$ cat config.mk
export PLATFORM = sky130hd
export DESIGN_NAME = sector_lock_and_pointer_guard
export DESIGN_NICKNAME = d
export VERILOG_FILES = /design/src/bit_sync.v /design/src/sector_lock_array.v /design/src/sector_lock_and_pointer_guard.v
export VERILOG_INCLUDE_DIRS = /design/src
export SDC_FILE = /design/constraint.sdc
export NUM_CORES = 2
export LEC_CHECK = 0
export ABC_AREA = 0
export ABC_CLOCK_PERIOD_IN_PS = 4770
export BUFFER_PORTS_ARGS = -buffer_cell sky130_fd_sc_hd__buf_2
export CAP_MARGIN = 10
export CELL_PAD_IN_SITES_DETAIL_PLACEMENT = 0
export CELL_PAD_IN_SITES_GLOBAL_PLACEMENT = 1
export CORE_UTILIZATION = 46
export CTS_CLUSTER_SIZE = 16
export DETAILED_ROUTE_END_ITERATION = 16
export PLACE_DENSITY = 0.77
export SYNTH_ARGS = -nofsm -noshare
export SYNTH_HDL_FRONTEND = slang
export SYNTH_HIERARCHICAL = 1
export SYNTH_SLANG_ARGS = --single-unit
$ cat constraint.sdc
create_clock -name clk_in -period 4.77 [get_ports clk_in]
set_clock_uncertainty 0.1 [all_clocks]
set_input_delay 0.954 -clock clk_in [delete_from_list [all_inputs] [get_ports clk_in]]
set_output_delay 0.954 -clock clk_in [all_outputs]
set_load 0.01 [all_outputs]
$ cat src/sector_guard_map.vh
`ifndef SECTOR_GUARD_MAP_VH
`define SECTOR_GUARD_MAP_VH

// Opcodes
`define OP_GLOBAL_LOCK        8'h7E
`define OP_GLOBAL_UNLOCK      8'h98
`define OP_SECTOR_LOCK        8'h36
`define OP_SECTOR_UNLOCK      8'h39
`define OP_LOCK_BIT_READ      8'h3D
`define OP_SET_POINTER        8'hFB
`define OP_SET_POINTER_WIDE   8'hE3
`define OP_WRITE_ANY_REG      8'h71
`define OP_READ_ANY_REG       8'h65
`define OP_CHIP_ERASE         8'hCE
`define OP_PAGE_PROGRAM       8'h02
`define OP_SECTOR_ERASE       8'h20
`define OP_HALF_BLOCK_ERASE   8'h52
`define OP_BLOCK_ERASE        8'hD8

// Register address used by write/read any register for the pointer setting
`define POINTER_REG_ADDR      32'h00000780

// Pointer region setting field positions
`define PTR_DIR_BIT           9
`define PTR_EN_N_BIT          10
`define PTR_ALL_BIT           11
`define PTR_SECT_LSB          12

// Pointer register reset (erased) value: guard disabled
`define PTR_RESET_VALUE       32'hFFFFFFFF

// Lock boot default bit position in the region guard config
`define LOCK_BOOT_BIT         4

`endif

$ cat src/bit_sync.v
`timescale 1ns/1ps
module bit_sync #(
    parameter WIDTH = 1
) (
    input wire clk_in,
    input wire rst_b_in,
    input wire [WIDTH-1:0] async_in,
    output wire [WIDTH-1:0] sync_out
);
    reg [WIDTH-1:0] meta_r;
    reg [WIDTH-1:0] sync_r;

    always @(posedge clk_in or negedge rst_b_in) begin
        if (!rst_b_in) begin
            meta_r <= {WIDTH{1'b0}};
            sync_r <= {WIDTH{1'b0}};
        end else begin
            meta_r <= async_in;
            sync_r <= meta_r;
        end
    end

    assign sync_out = sync_r;
endmodule

$ cat src/sector_lock_array.v
`timescale 1ns/1ps
module sector_lock_array #(
    parameter NUM_BITS = 542,
    parameter IDX_W = 10
) (
    input wire clk_in,
    input wire rst_b_in,
    input wire load_default_in,
    input wire default_val_in,
    input wire set_one_in,
    input wire clr_one_in,
    input wire set_all_in,
    input wire clr_all_in,
    input wire [IDX_W-1:0] idx_in,
    input wire [IDX_W-1:0] rd_idx_in,
    output wire rd_bit_out
);
    wire [NUM_BITS-1:0] lock_w;

    // One flip-flop per unit keeps each lock independent, and each
    // bit has its own single driver
    genvar g;
    generate
        for (g = 0; g < NUM_BITS; g = g + 1) begin : lk
            reg bit_r;
            always @(posedge clk_in or negedge rst_b_in) begin
                if (!rst_b_in) begin
                    bit_r <= 1'b0;
                end else if (load_default_in) begin
                    bit_r <= default_val_in;
                end else if (set_all_in) begin
                    bit_r <= 1'b1;
                end else if (clr_all_in) begin
                    bit_r <= 1'b0;
                end else if (set_one_in && idx_in == g) begin
                    bit_r <= 1'b1;
                end else if (clr_one_in && idx_in == g) begin
                    bit_r <= 1'b0;
                end
            end
            assign lock_w[g] = bit_r;
        end
    endgenerate

    assign rd_bit_out = (rd_idx_in < NUM_BITS) ? lock_w[rd_idx_in] : 1'b0;
endmodule

$ cat src/sector_lock_and_pointer_guard.v
`timescale 1ns/1ps
`include "sector_guard_map.vh"

// Contract
// - One volatile lock bit per unit
// - Lock commands write zero to lock bits
// - Unlock commands write one to lock bits
// - Lock read returns addressed unit bit
// - Blocks get one bit; end blocks per sector
// - Lock bit zero rejects program and erase
// - Resets load lock bits from boot default
// - Pointer is nonvolatile, survives resets
// - Pointer guard ORed with selected scheme
// - Pointer written by set-pointer or write-any-register
// - Bit ten low enables pointer guard
// - Reserved pointer bits read as ones
// - Boundary sector from upper address bits, unprotected
// - Bit nine picks bottom-up or top-down
// - Bit eleven protects every sector
// - Set-pointer ignored while suspended
// - Set-pointer ignored when unlock flag zero
// - Read-any-register returns pointer register
// - Erase fails if any part protected; end-block erase checks only the addressed sector's lock bit
// - Chip erase ignored, error set, when enabled
// - Pointer unchangeable while unlock flag zero
// - Lock boot default is config bit four
module sector_lock_and_pointer_guard #(
    parameter ADDR_W = 25,
    parameter NUM_BLOCKS = 512,
    parameter SECT_PER_BLK = 16
) (
    // Clock and reset
    input wire clk_in,
    input wire rst_b_in,
    // Serial link pins
    input wire sclk_in,
    input wire cs_b_in,
    input wire si_in,
    output wire so_out,
    output wire so_oe_out,
    // Device state
    input wire soft_reset_in,
    input wire suspended_in,
    input wire config_unlock_flag_in,
    input wire scheme_select_bit_in,
    input wire four_byte_mode_in,
    input wire [7:0] region_guard_config_in,
    input wire legacy_protect_in,
    // Array operation results and pointer setting
    output wire array_op_ok_out,
    output wire array_op_done_out,
    output wire program_error_out,
    output wire erase_error_out,
    output wire [31:0] pointer_region_setting_out
);
    localparam NUM_BITS = NUM_BLOCKS - 2 + 2 * SECT_PER_BLK;
    localparam SECT_W = ADDR_W - 12;

    // ------------------------------------------------------------
    // Pin synchronisation and clock edge detection
    // ------------------------------------------------------------
    wire [2:0] pins_s;
    reg sclk_d_r;
    bit_sync #(.WIDTH(3)) pin_sync (
        .clk_in(clk_in),
        .rst_b_in(rst_b_in),
        .async_in({sclk_in, ~cs_b_in, si_in}),
        .sync_out(pins_s)
    );
    wire sclk_s = pins_s[2];
    wire sel_s = pins_s[1];
    wire si_s = pins_s[0];
    wire rise = sclk_s & ~sclk_d_r;
    wire fall = ~sclk_s & sclk_d_r;

    // ------------------------------------------------------------
    // Frame state
    // ------------------------------------------------------------
    localparam ST_OP = 4'b0001;
    localparam ST_ADDR = 4'b0010;
    localparam ST_DATA = 4'b0100;
    localparam ST_OUT = 4'b1000;

    reg [3:0] state_r;
    reg [7:0] op_r;
    reg [31:0] shift_r;
    reg [5:0] cnt_r;
    reg [31:0] addr_r;
    // Starts in the erased state; it models nonvolatile cells, so no
    // reset of any kind touches it
    reg [31:0] pointer_r = `PTR_RESET_VALUE;
    reg [31:0] out_r;
    reg so_r;
    reg oe_r;
    reg ok_r;
    reg done_r;
    reg perr_r;
    reg eerr_r;
    reg boot_load_r;

    wire [31:0] shift_nxt = {shift_r[30:0], si_s};
    wire wide_op = (op_r == `OP_SET_POINTER_WIDE) | four_byte_mode_in;
    wire [5:0] addr_bits = wide_op ? 6'd32 : 6'd24;

    // ------------------------------------------------------------
    // Address to lock index: end blocks split per 4KB sector
    // ------------------------------------------------------------
    function [9:0] unit_idx;
        input [31:0] a;
        reg [15:0] blk;
        reg [31:0] full;
        begin
            blk = a[31:16];
            if (blk == 16'h0000) begin
                full = {28'h0000000, a[15:12]};
            end else if (blk == NUM_BLOCKS - 1) begin
                full = SECT_PER_BLK + NUM_BLOCKS - 2
                    + {28'h0000000, a[15:12]};
            end else begin
                full = SECT_PER_BLK - 1 + {16'h0000, blk};
            end
            unit_idx = full[9:0];
        end
    endfunction

    // ------------------------------------------------------------
    // Pointer guard check for a single 4KB sector
    // ------------------------------------------------------------
    wire ptr_en = ~pointer_r[`PTR_EN_N_BIT];
    wire [SECT_W-1:0] ptr_sect = pointer_r[`PTR_SECT_LSB +: SECT_W];

    function ptr_prot;
        input [SECT_W-1:0] s;
        begin
            if (!ptr_en) begin
                ptr_prot = 1'b0;
            end else if (pointer_r[`PTR_ALL_BIT]) begin
                ptr_prot = 1'b1;
            end else if (pointer_r[`PTR_DIR_BIT]) begin
                ptr_prot = s < ptr_sect;
            end else begin
                ptr_prot = s > ptr_sect;
            end
        end
    endfunction

    // Erase span in sectors: range check instead of a sector walk
    wire [SECT_W-1:0] tgt_sect = addr_r[`PTR_SECT_LSB +: SECT_W];
    reg [SECT_W-1:0] span_lo;
    reg [SECT_W-1:0] span_hi;
    always @* begin
        span_lo = tgt_sect;
        span_hi = tgt_sect;
        if (op_r == `OP_BLOCK_ERASE) begin
            span_lo = {tgt_sect[SECT_W-1:4], 4'h0};
            span_hi = {tgt_sect[SECT_W-1:4], 4'hF};
        end else if (op_r == `OP_HALF_BLOCK_ERASE) begin
            span_lo = {tgt_sect[SECT_W-1:3], 3'h0};
            span_hi = {tgt_sect[SECT_W-1:3], 3'h7};
        end
    end
    // Any protected sector in span: both span ends are enough since
    // the pointer region is a single contiguous range
    wire span_ptr = ptr_prot(span_lo) | ptr_prot(span_hi);

    // Lock bit for the addressed unit; a block erase over an end
    // block is judged by the addressed sector's bit only (trade-off)
    wire lock_bit;
    wire [9:0] tgt_idx = unit_idx(addr_r);
    wire scheme_prot = scheme_select_bit_in ? ~lock_bit
                                            : legacy_protect_in;
    wire prot_any = span_ptr | scheme_prot;

    // ------------------------------------------------------------
    // Command decode
    // ------------------------------------------------------------
    wire addr_done = (state_r == ST_ADDR) & rise
                     & (cnt_r == addr_bits - 6'd1);
    wire is_lock = op_r == `OP_SECTOR_LOCK;
    wire is_unlock = op_r == `OP_SECTOR_UNLOCK;
    wire is_ptr = (op_r == `OP_SET_POINTER)
                  | (op_r == `OP_SET_POINTER_WIDE);
    wire is_pgm = op_r == `OP_PAGE_PROGRAM;
    wire is_erase = (op_r == `OP_SECTOR_ERASE)
                    | (op_r == `OP_HALF_BLOCK_ERASE)
                    | (op_r == `OP_BLOCK_ERASE);
    wire ptr_allowed = ~suspended_in & config_unlock_flag_in;
    wire war_ptr = (op_r == `OP_WRITE_ANY_REG)
                   & (addr_r == `POINTER_REG_ADDR);
    wire op_done = sel_s & (state_r == ST_OP) & rise & (cnt_r == 6'd7);
    // Pointer writes: set-pointer once its address is in, write-any-
    // register on its 32nd data bit
    wire ptr_set_go = sel_s & (state_r == ST_DATA) & is_ptr
                      & ptr_allowed;
    wire ptr_war_go = sel_s & (state_r == ST_OUT) & war_ptr & rise
                      & ptr_allowed & (cnt_r == 6'd31);

    wire set_all = op_done & (shift_nxt[7:0] == `OP_GLOBAL_UNLOCK);
    wire clr_all = op_done & (shift_nxt[7:0] == `OP_GLOBAL_LOCK);
    wire chip_erase = op_done & (shift_nxt[7:0] == `OP_CHIP_ERASE);
    reg lk_set_r;
    reg lk_clr_r;
    wire load_default = boot_load_r;

    sector_lock_array #(.NUM_BITS(NUM_BITS), .IDX_W(10)) locks (
        .clk_in(clk_in),
        .rst_b_in(rst_b_in),
        .load_default_in(load_default),
        .default_val_in(~region_guard_config_in[`LOCK_BOOT_BIT]),
        .set_one_in(lk_set_r),
        .clr_one_in(lk_clr_r),
        .set_all_in(set_all),
        .clr_all_in(clr_all),
        .idx_in(tgt_idx),
        .rd_idx_in(tgt_idx),
        .rd_bit_out(lock_bit)
    );

    // ------------------------------------------------------------
    // Main sequencer
    // ------------------------------------------------------------
    always @(posedge clk_in or negedge rst_b_in) begin
        if (!rst_b_in) begin
            state_r <= ST_OP;
            op_r <= 8'h00;
            shift_r <= 32'h00000000;
            cnt_r <= 6'd0;
            addr_r <= 32'h00000000;
            out_r <= 32'h00000000;
            so_r <= 1'b0;
            oe_r <= 1'b0;
            ok_r <= 1'b0;
            done_r <= 1'b0;
            perr_r <= 1'b0;
            eerr_r <= 1'b0;
            boot_load_r <= 1'b1;
            lk_set_r <= 1'b0;
            lk_clr_r <= 1'b0;
            sclk_d_r <= 1'b0;
        end else begin
            sclk_d_r <= sclk_s;
            boot_load_r <= soft_reset_in;
            done_r <= 1'b0;
            lk_set_r <= 1'b0;
            lk_clr_r <= 1'b0;
            if (!sel_s) begin
                state_r <= ST_OP;
                cnt_r <= 6'd0;
                oe_r <= 1'b0;
            end else begin
                case (state_r)
                    ST_OP: begin
                        if (rise) begin
                            shift_r <= shift_nxt;
                            cnt_r <= cnt_r + 6'd1;
                            if (cnt_r == 6'd7) begin
                                op_r <= shift_nxt[7:0];
                                cnt_r <= 6'd0;
                                state_r <= ST_ADDR;
                                if (chip_erase) begin
                                    done_r <= 1'b1;
                                    // A stale program error must not
                                    // stand beside a fresh ok
                                    perr_r <= 1'b0;
                                    ok_r <= ~ptr_en;
                                    eerr_r <= ptr_en;
                                end
                            end
                        end
                    end
                    ST_ADDR: begin
                        if (rise) begin
                            shift_r <= shift_nxt;
                            cnt_r <= cnt_r + 6'd1;
                            if (addr_done) begin
                                addr_r <= wide_op ? shift_nxt
                                    : {8'h00, shift_nxt[23:0]};
                                cnt_r <= 6'd0;
                                state_r <= ST_DATA;
                            end
                        end
                    end
                    ST_DATA: begin
                        state_r <= ST_OUT;
                        cnt_r <= 6'd0;
                        if (is_lock) begin
                            lk_clr_r <= 1'b1;
                        end
                        if (is_unlock) begin
                            lk_set_r <= 1'b1;
                        end
                        if (op_r == `OP_LOCK_BIT_READ) begin
                            out_r <= {{24{1'b0}}, {8{lock_bit}}};
                        end else if (op_r == `OP_READ_ANY_REG) begin
                            out_r <= pointer_r;
                        end else begin
                            out_r <= 32'h00000000;
                        end
                        if (is_pgm || is_erase) begin
                            done_r <= 1'b1;
                            ok_r <= ~prot_any;
                            perr_r <= is_pgm & prot_any;
                            eerr_r <= is_erase & prot_any;
                        end
                    end
                    ST_OUT: begin
                        if (war_ptr && rise && ptr_allowed) begin
                            shift_r <= shift_nxt;
                            cnt_r <= cnt_r + 6'd1;
                        end
                        if (fall && !war_ptr) begin
                            so_r <= out_r[31];
                            oe_r <= 1'b1;
                            out_r <= {out_r[30:0], out_r[31]};
                        end
                    end
                    default: state_r <= ST_OP;
                endcase
            end
        end
    end

    // ------------------------------------------------------------
    // Nonvolatile pointer register
    // ------------------------------------------------------------
    // No reset: the pointer must outlive hardware and software resets
    always @(posedge clk_in) begin
        if (ptr_set_go) begin
            // Reserved bits held as ones
            pointer_r <= {addr_r[31:9], 9'h1FF};
        end else if (ptr_war_go) begin
            pointer_r <= shift_nxt | 32'h000001FF;
        end
    end

    assign so_out = so_r;
    assign so_oe_out = oe_r;
    assign array_op_ok_out = ok_r;
    assign array_op_done_out = done_r;
    assign program_error_out = perr_r;
    assign erase_error_out = eerr_r;
    assign pointer_region_setting_out = pointer_r;
endmodule

==> summary.txt <==
Outcome
  • Status: complete, no violations

Synthesis
  • Top FF cell, synth: dfrtp_1
  • #FFs+latches synth: 694
  • Synthesis Warnings: 6
  • Syn avg cell area: 9.877 um2
  • Sequential fraction of the synthesis area: 0.4639
  • Syn Std Cell Area: 37690 um2
  • Synth Instances: 3816
  • Synth async-reset ratio: 0.9669
  • Post-synth EDFFs: 23
  • Post-synth cell types: 85

Clock tree
  • Clk pin slew, worst setup/hold paths: 0.06 ns
  • # H-tree levels: 3
  • Clock Latency Late Sink: 0.65 ns
  • CTS hold repair buffers: 0
  • CTS root buf: clkbuf_16
  • Max Buffers Root-to-Sink: 3
  • CTS tree: done
  • Clock sinks: 694
  • Total CTS buffers: 80

Final layout
  • Fillers: 7086
  • Register Area: 17490 um2
  • NumNets Final: 3834
  • Util after Layout: 0.5427
  • Layout Cells excl Fill: 4914
  • Layout cells sized above 1: 0.2125
  • Multi-input gate area: 18680 um2
  • Antenna cells: 0
  • Final instance area: 43850 um2
  • P&R area growth vs syn: 16.34%
  • Commonest non-fill, non-tap cell in the layout: dfrtp_1
  • Commonest non-fill, non-tap cells in the layout: dfrtp_1, a21oi_1, o211ai_1, o21ai_0, buf_4

Setup path
  • Startpoint types: register
  • Reg2reg path depth: 22
  • Crit Path Class: register to register
  • Crit end category: register
  • Worst EP arrival: 5.11 ns
  • Critical Path RT: 5.14 ns
  • Critical path peak fanout: 10

Detailed routing
  • Final wirelength: 140.1 mm
  • Final routed DRC violation total: 0
  • Vias per inst: 6.844
  • Iter 0 DRT Violations: 4672
  • Routed Antenna Nets: 0
  • Drt pass-1 iters: 7
  • DR WL/cell: 28.50 um
  • Via count: 33631

Placement
  • Port Buffer Count: 40
  • Placed Cells: 4726
  • GPL Wtd Cong: 0.9203
  • Placed inst area: 40180 um2
  • Dpl hpwl: 80.75 mm

Pwr
  • Pwr Density: 323.4 nW/um2
  • Max IR drop VDD: 0.3705 mV
  • Leak: 16.76 nW

Timing
  • Final hold vios: 0
  • Fmax: 210.9 MHz
  • Tcrit/Tclk final: 0.9942
  • Setup TNS: 0 ns
  • Fin Hold WS: 0.2488 ns
  • Slew @ Worst Pin: 1.302 ns
  • Setup-failing EPs final: 0
  • RSZ-0062 raised after global routing: true
  • Max Slew Vio Count: 0
  • Min Tclk post-route: 4.742 ns
  • Max_slew headroom: 0.1287

Floorplanning
  • Full die area: 83090 um2
  • Core Box Area: 80810 um2
  • Number of I/O pins: 57
  • Initial Utilization: 0.4664
  • Die W: 288.2 um
  • # rows: 104
  • Die height: 288.2 um

Global routing
  • Global-route wire length before repair: 210.2 mm
  • Largest net degree at the start of global routing: 192
  • Vias in the first global route: 32631
  • GR Overflow Total: 0
  • Initial antenna violation count: 1
  • All-layer global routing usage: 0.3323

Run
  • Max Cap Viol: 0

Worst hold path
  • Min-delay worst type: register to register
  • WHS Path Cells: 0
==> through the flow <==
step	setup WS (ns)	power (mW)
detailed placement	-0.3909	7.969
global route	-0.1368	14.68
floorplan	0.3350	7.528
CTS	0.002560	14.23
global placement	-0.3927	7.922
finish	0.02758	14.18
==> cell families (layout without fill, tap and decap cells) <==
kind of cell | count (synthesis) | count (layout) | synth area share
AO/OA/AOI/OAI | 1861 | 1861 | 0.2938
flip-flops | 694 | 694 | 0.4639
buffers and inverters | 503 | 533 | 0.05650
AND/OR/NAND/NOR | 466 | 466 | 0.06277
multiplexers | 257 | 257 | 0.1127
adder cells (fa/ha/maj) | 22 | 22 | 0.007303
XOR/XNOR | 12 | 12 | 0.002988
other | 1 | 9 | 0.00009949
==> Yosys cell counts, drive strengths merged, types with 12 or more instances <==
master	instances	area, um2
a21oi	608	3043
a22oi	43	322.8
a31oi	12	75.07
buf	101	620.6
clkbuf	363	1363
dfrtp	669	16740
edfxtp	23	690.7
ha	22	275.3
inv	38	142.6
mux2	88	1104
mux2i	53	530.5
mux4	116	2613
nand2	137	519.3
nand2b	15	93.84
nand3	45	225.2
nand4	14	102.6
nor2	147	568.1
nor2b	20	125.1
nor3	27	167.7
nor4	12	132.6
o211ai	546	4099
o21ai	577	2888
o221ai	14	122.6
==> layer usage <==
| layer | part of all wire | global-route usage |
|---|---|---|
| met3 | 0.10 | 0.07875 |
| met2 | 0.44 | 0.4765 |
| met5 | 0.00020 | 0 |
| met1 | 0.41 | 0.4765 |
| met4 | 0.044 | 0.1512 |
==> power breakdown <==
part	internal (mW)	switching [mW]	total, mW
sequential	6.38	0.291	6.67
clock	3.65	2.63	6.28
combinational	0.552	0.679	1.23
==> repair_timing <==
action | CTS | global route
setup endpoints to repair | 11 | 10
gates cloned | 5 | 5
pin swaps | 6 | 28
buffers inserted | 5 | 29
resized for setup | 28 | 68
==> worst max-delay path, stage by stage (launching register included) <==
cell     delay, ns
dfrtp_1       0.39
nor3_2        0.24
buf_4         0.16
nand2_2       0.05
or3_4         0.43
a31oi_4       0.18
buf_12        0.18
buf_16        0.20
buf_16        0.18
mux4_2        0.50
a22oi_1       0.25
nand2_1       0.19
a21oi_2       0.27
a211o_1       0.17
and4_4        0.26
o22ai_2       0.07
buf_6         0.14
nand2_2       0.05
o22a_1        0.13
nor2_1        0.04
buf_4         0.16
a21oi_1       0.12
a21oi_1       0.08
==> flip-flops by register name (all words and copies together), names as in the netlist, 3 cells and up <==
signal	flops
pointer_region_setting_out	23
state_r	4
pin_sync/meta_r	3
cnt_r	6
out_r	32
addr_r	32
op_r	8
shift_r	31
locks/lk.bit_r	542
pin_sync/sync_out	3
==> path summary, 6_finish.rpt <==
kind                       slack (ns)                              to                         start
min in group asynchronous        0.27          addr_r[30]$_DFFE_PN0P_                      rst_b_in
min                              0.25  pin_sync/sync_out[0]$_DFF_PN0_  pin_sync/meta_r[0]$_DFF_PN0_
min reg2reg                      0.25  pin_sync/sync_out[0]$_DFF_PN0_  pin_sync/meta_r[0]$_DFF_PN0_
max                              0.03            out_r[3]$_DFFE_PN0P_        addr_r[30]$_DFFE_PN0P_
max in group asynchronous        3.13  locks/lk[66].bit_r$_DFFE_PN0P_                      rst_b_in
max reg2reg                      0.03            out_r[3]$_DFFE_PN0P_        addr_r[30]$_DFFE_PN0P_
==> area by class of cell <==
cell class,count,area share
clock buffers,112,0.05253
clock inverters,31,0.007732
inverters,39,0.003338
multi-input cells,2627,0.4260
flip-flops and latches,694,0.3987
well taps,1060,0.03025
repair buffers,351,0.08140
(Power assumes the default switching activity.)
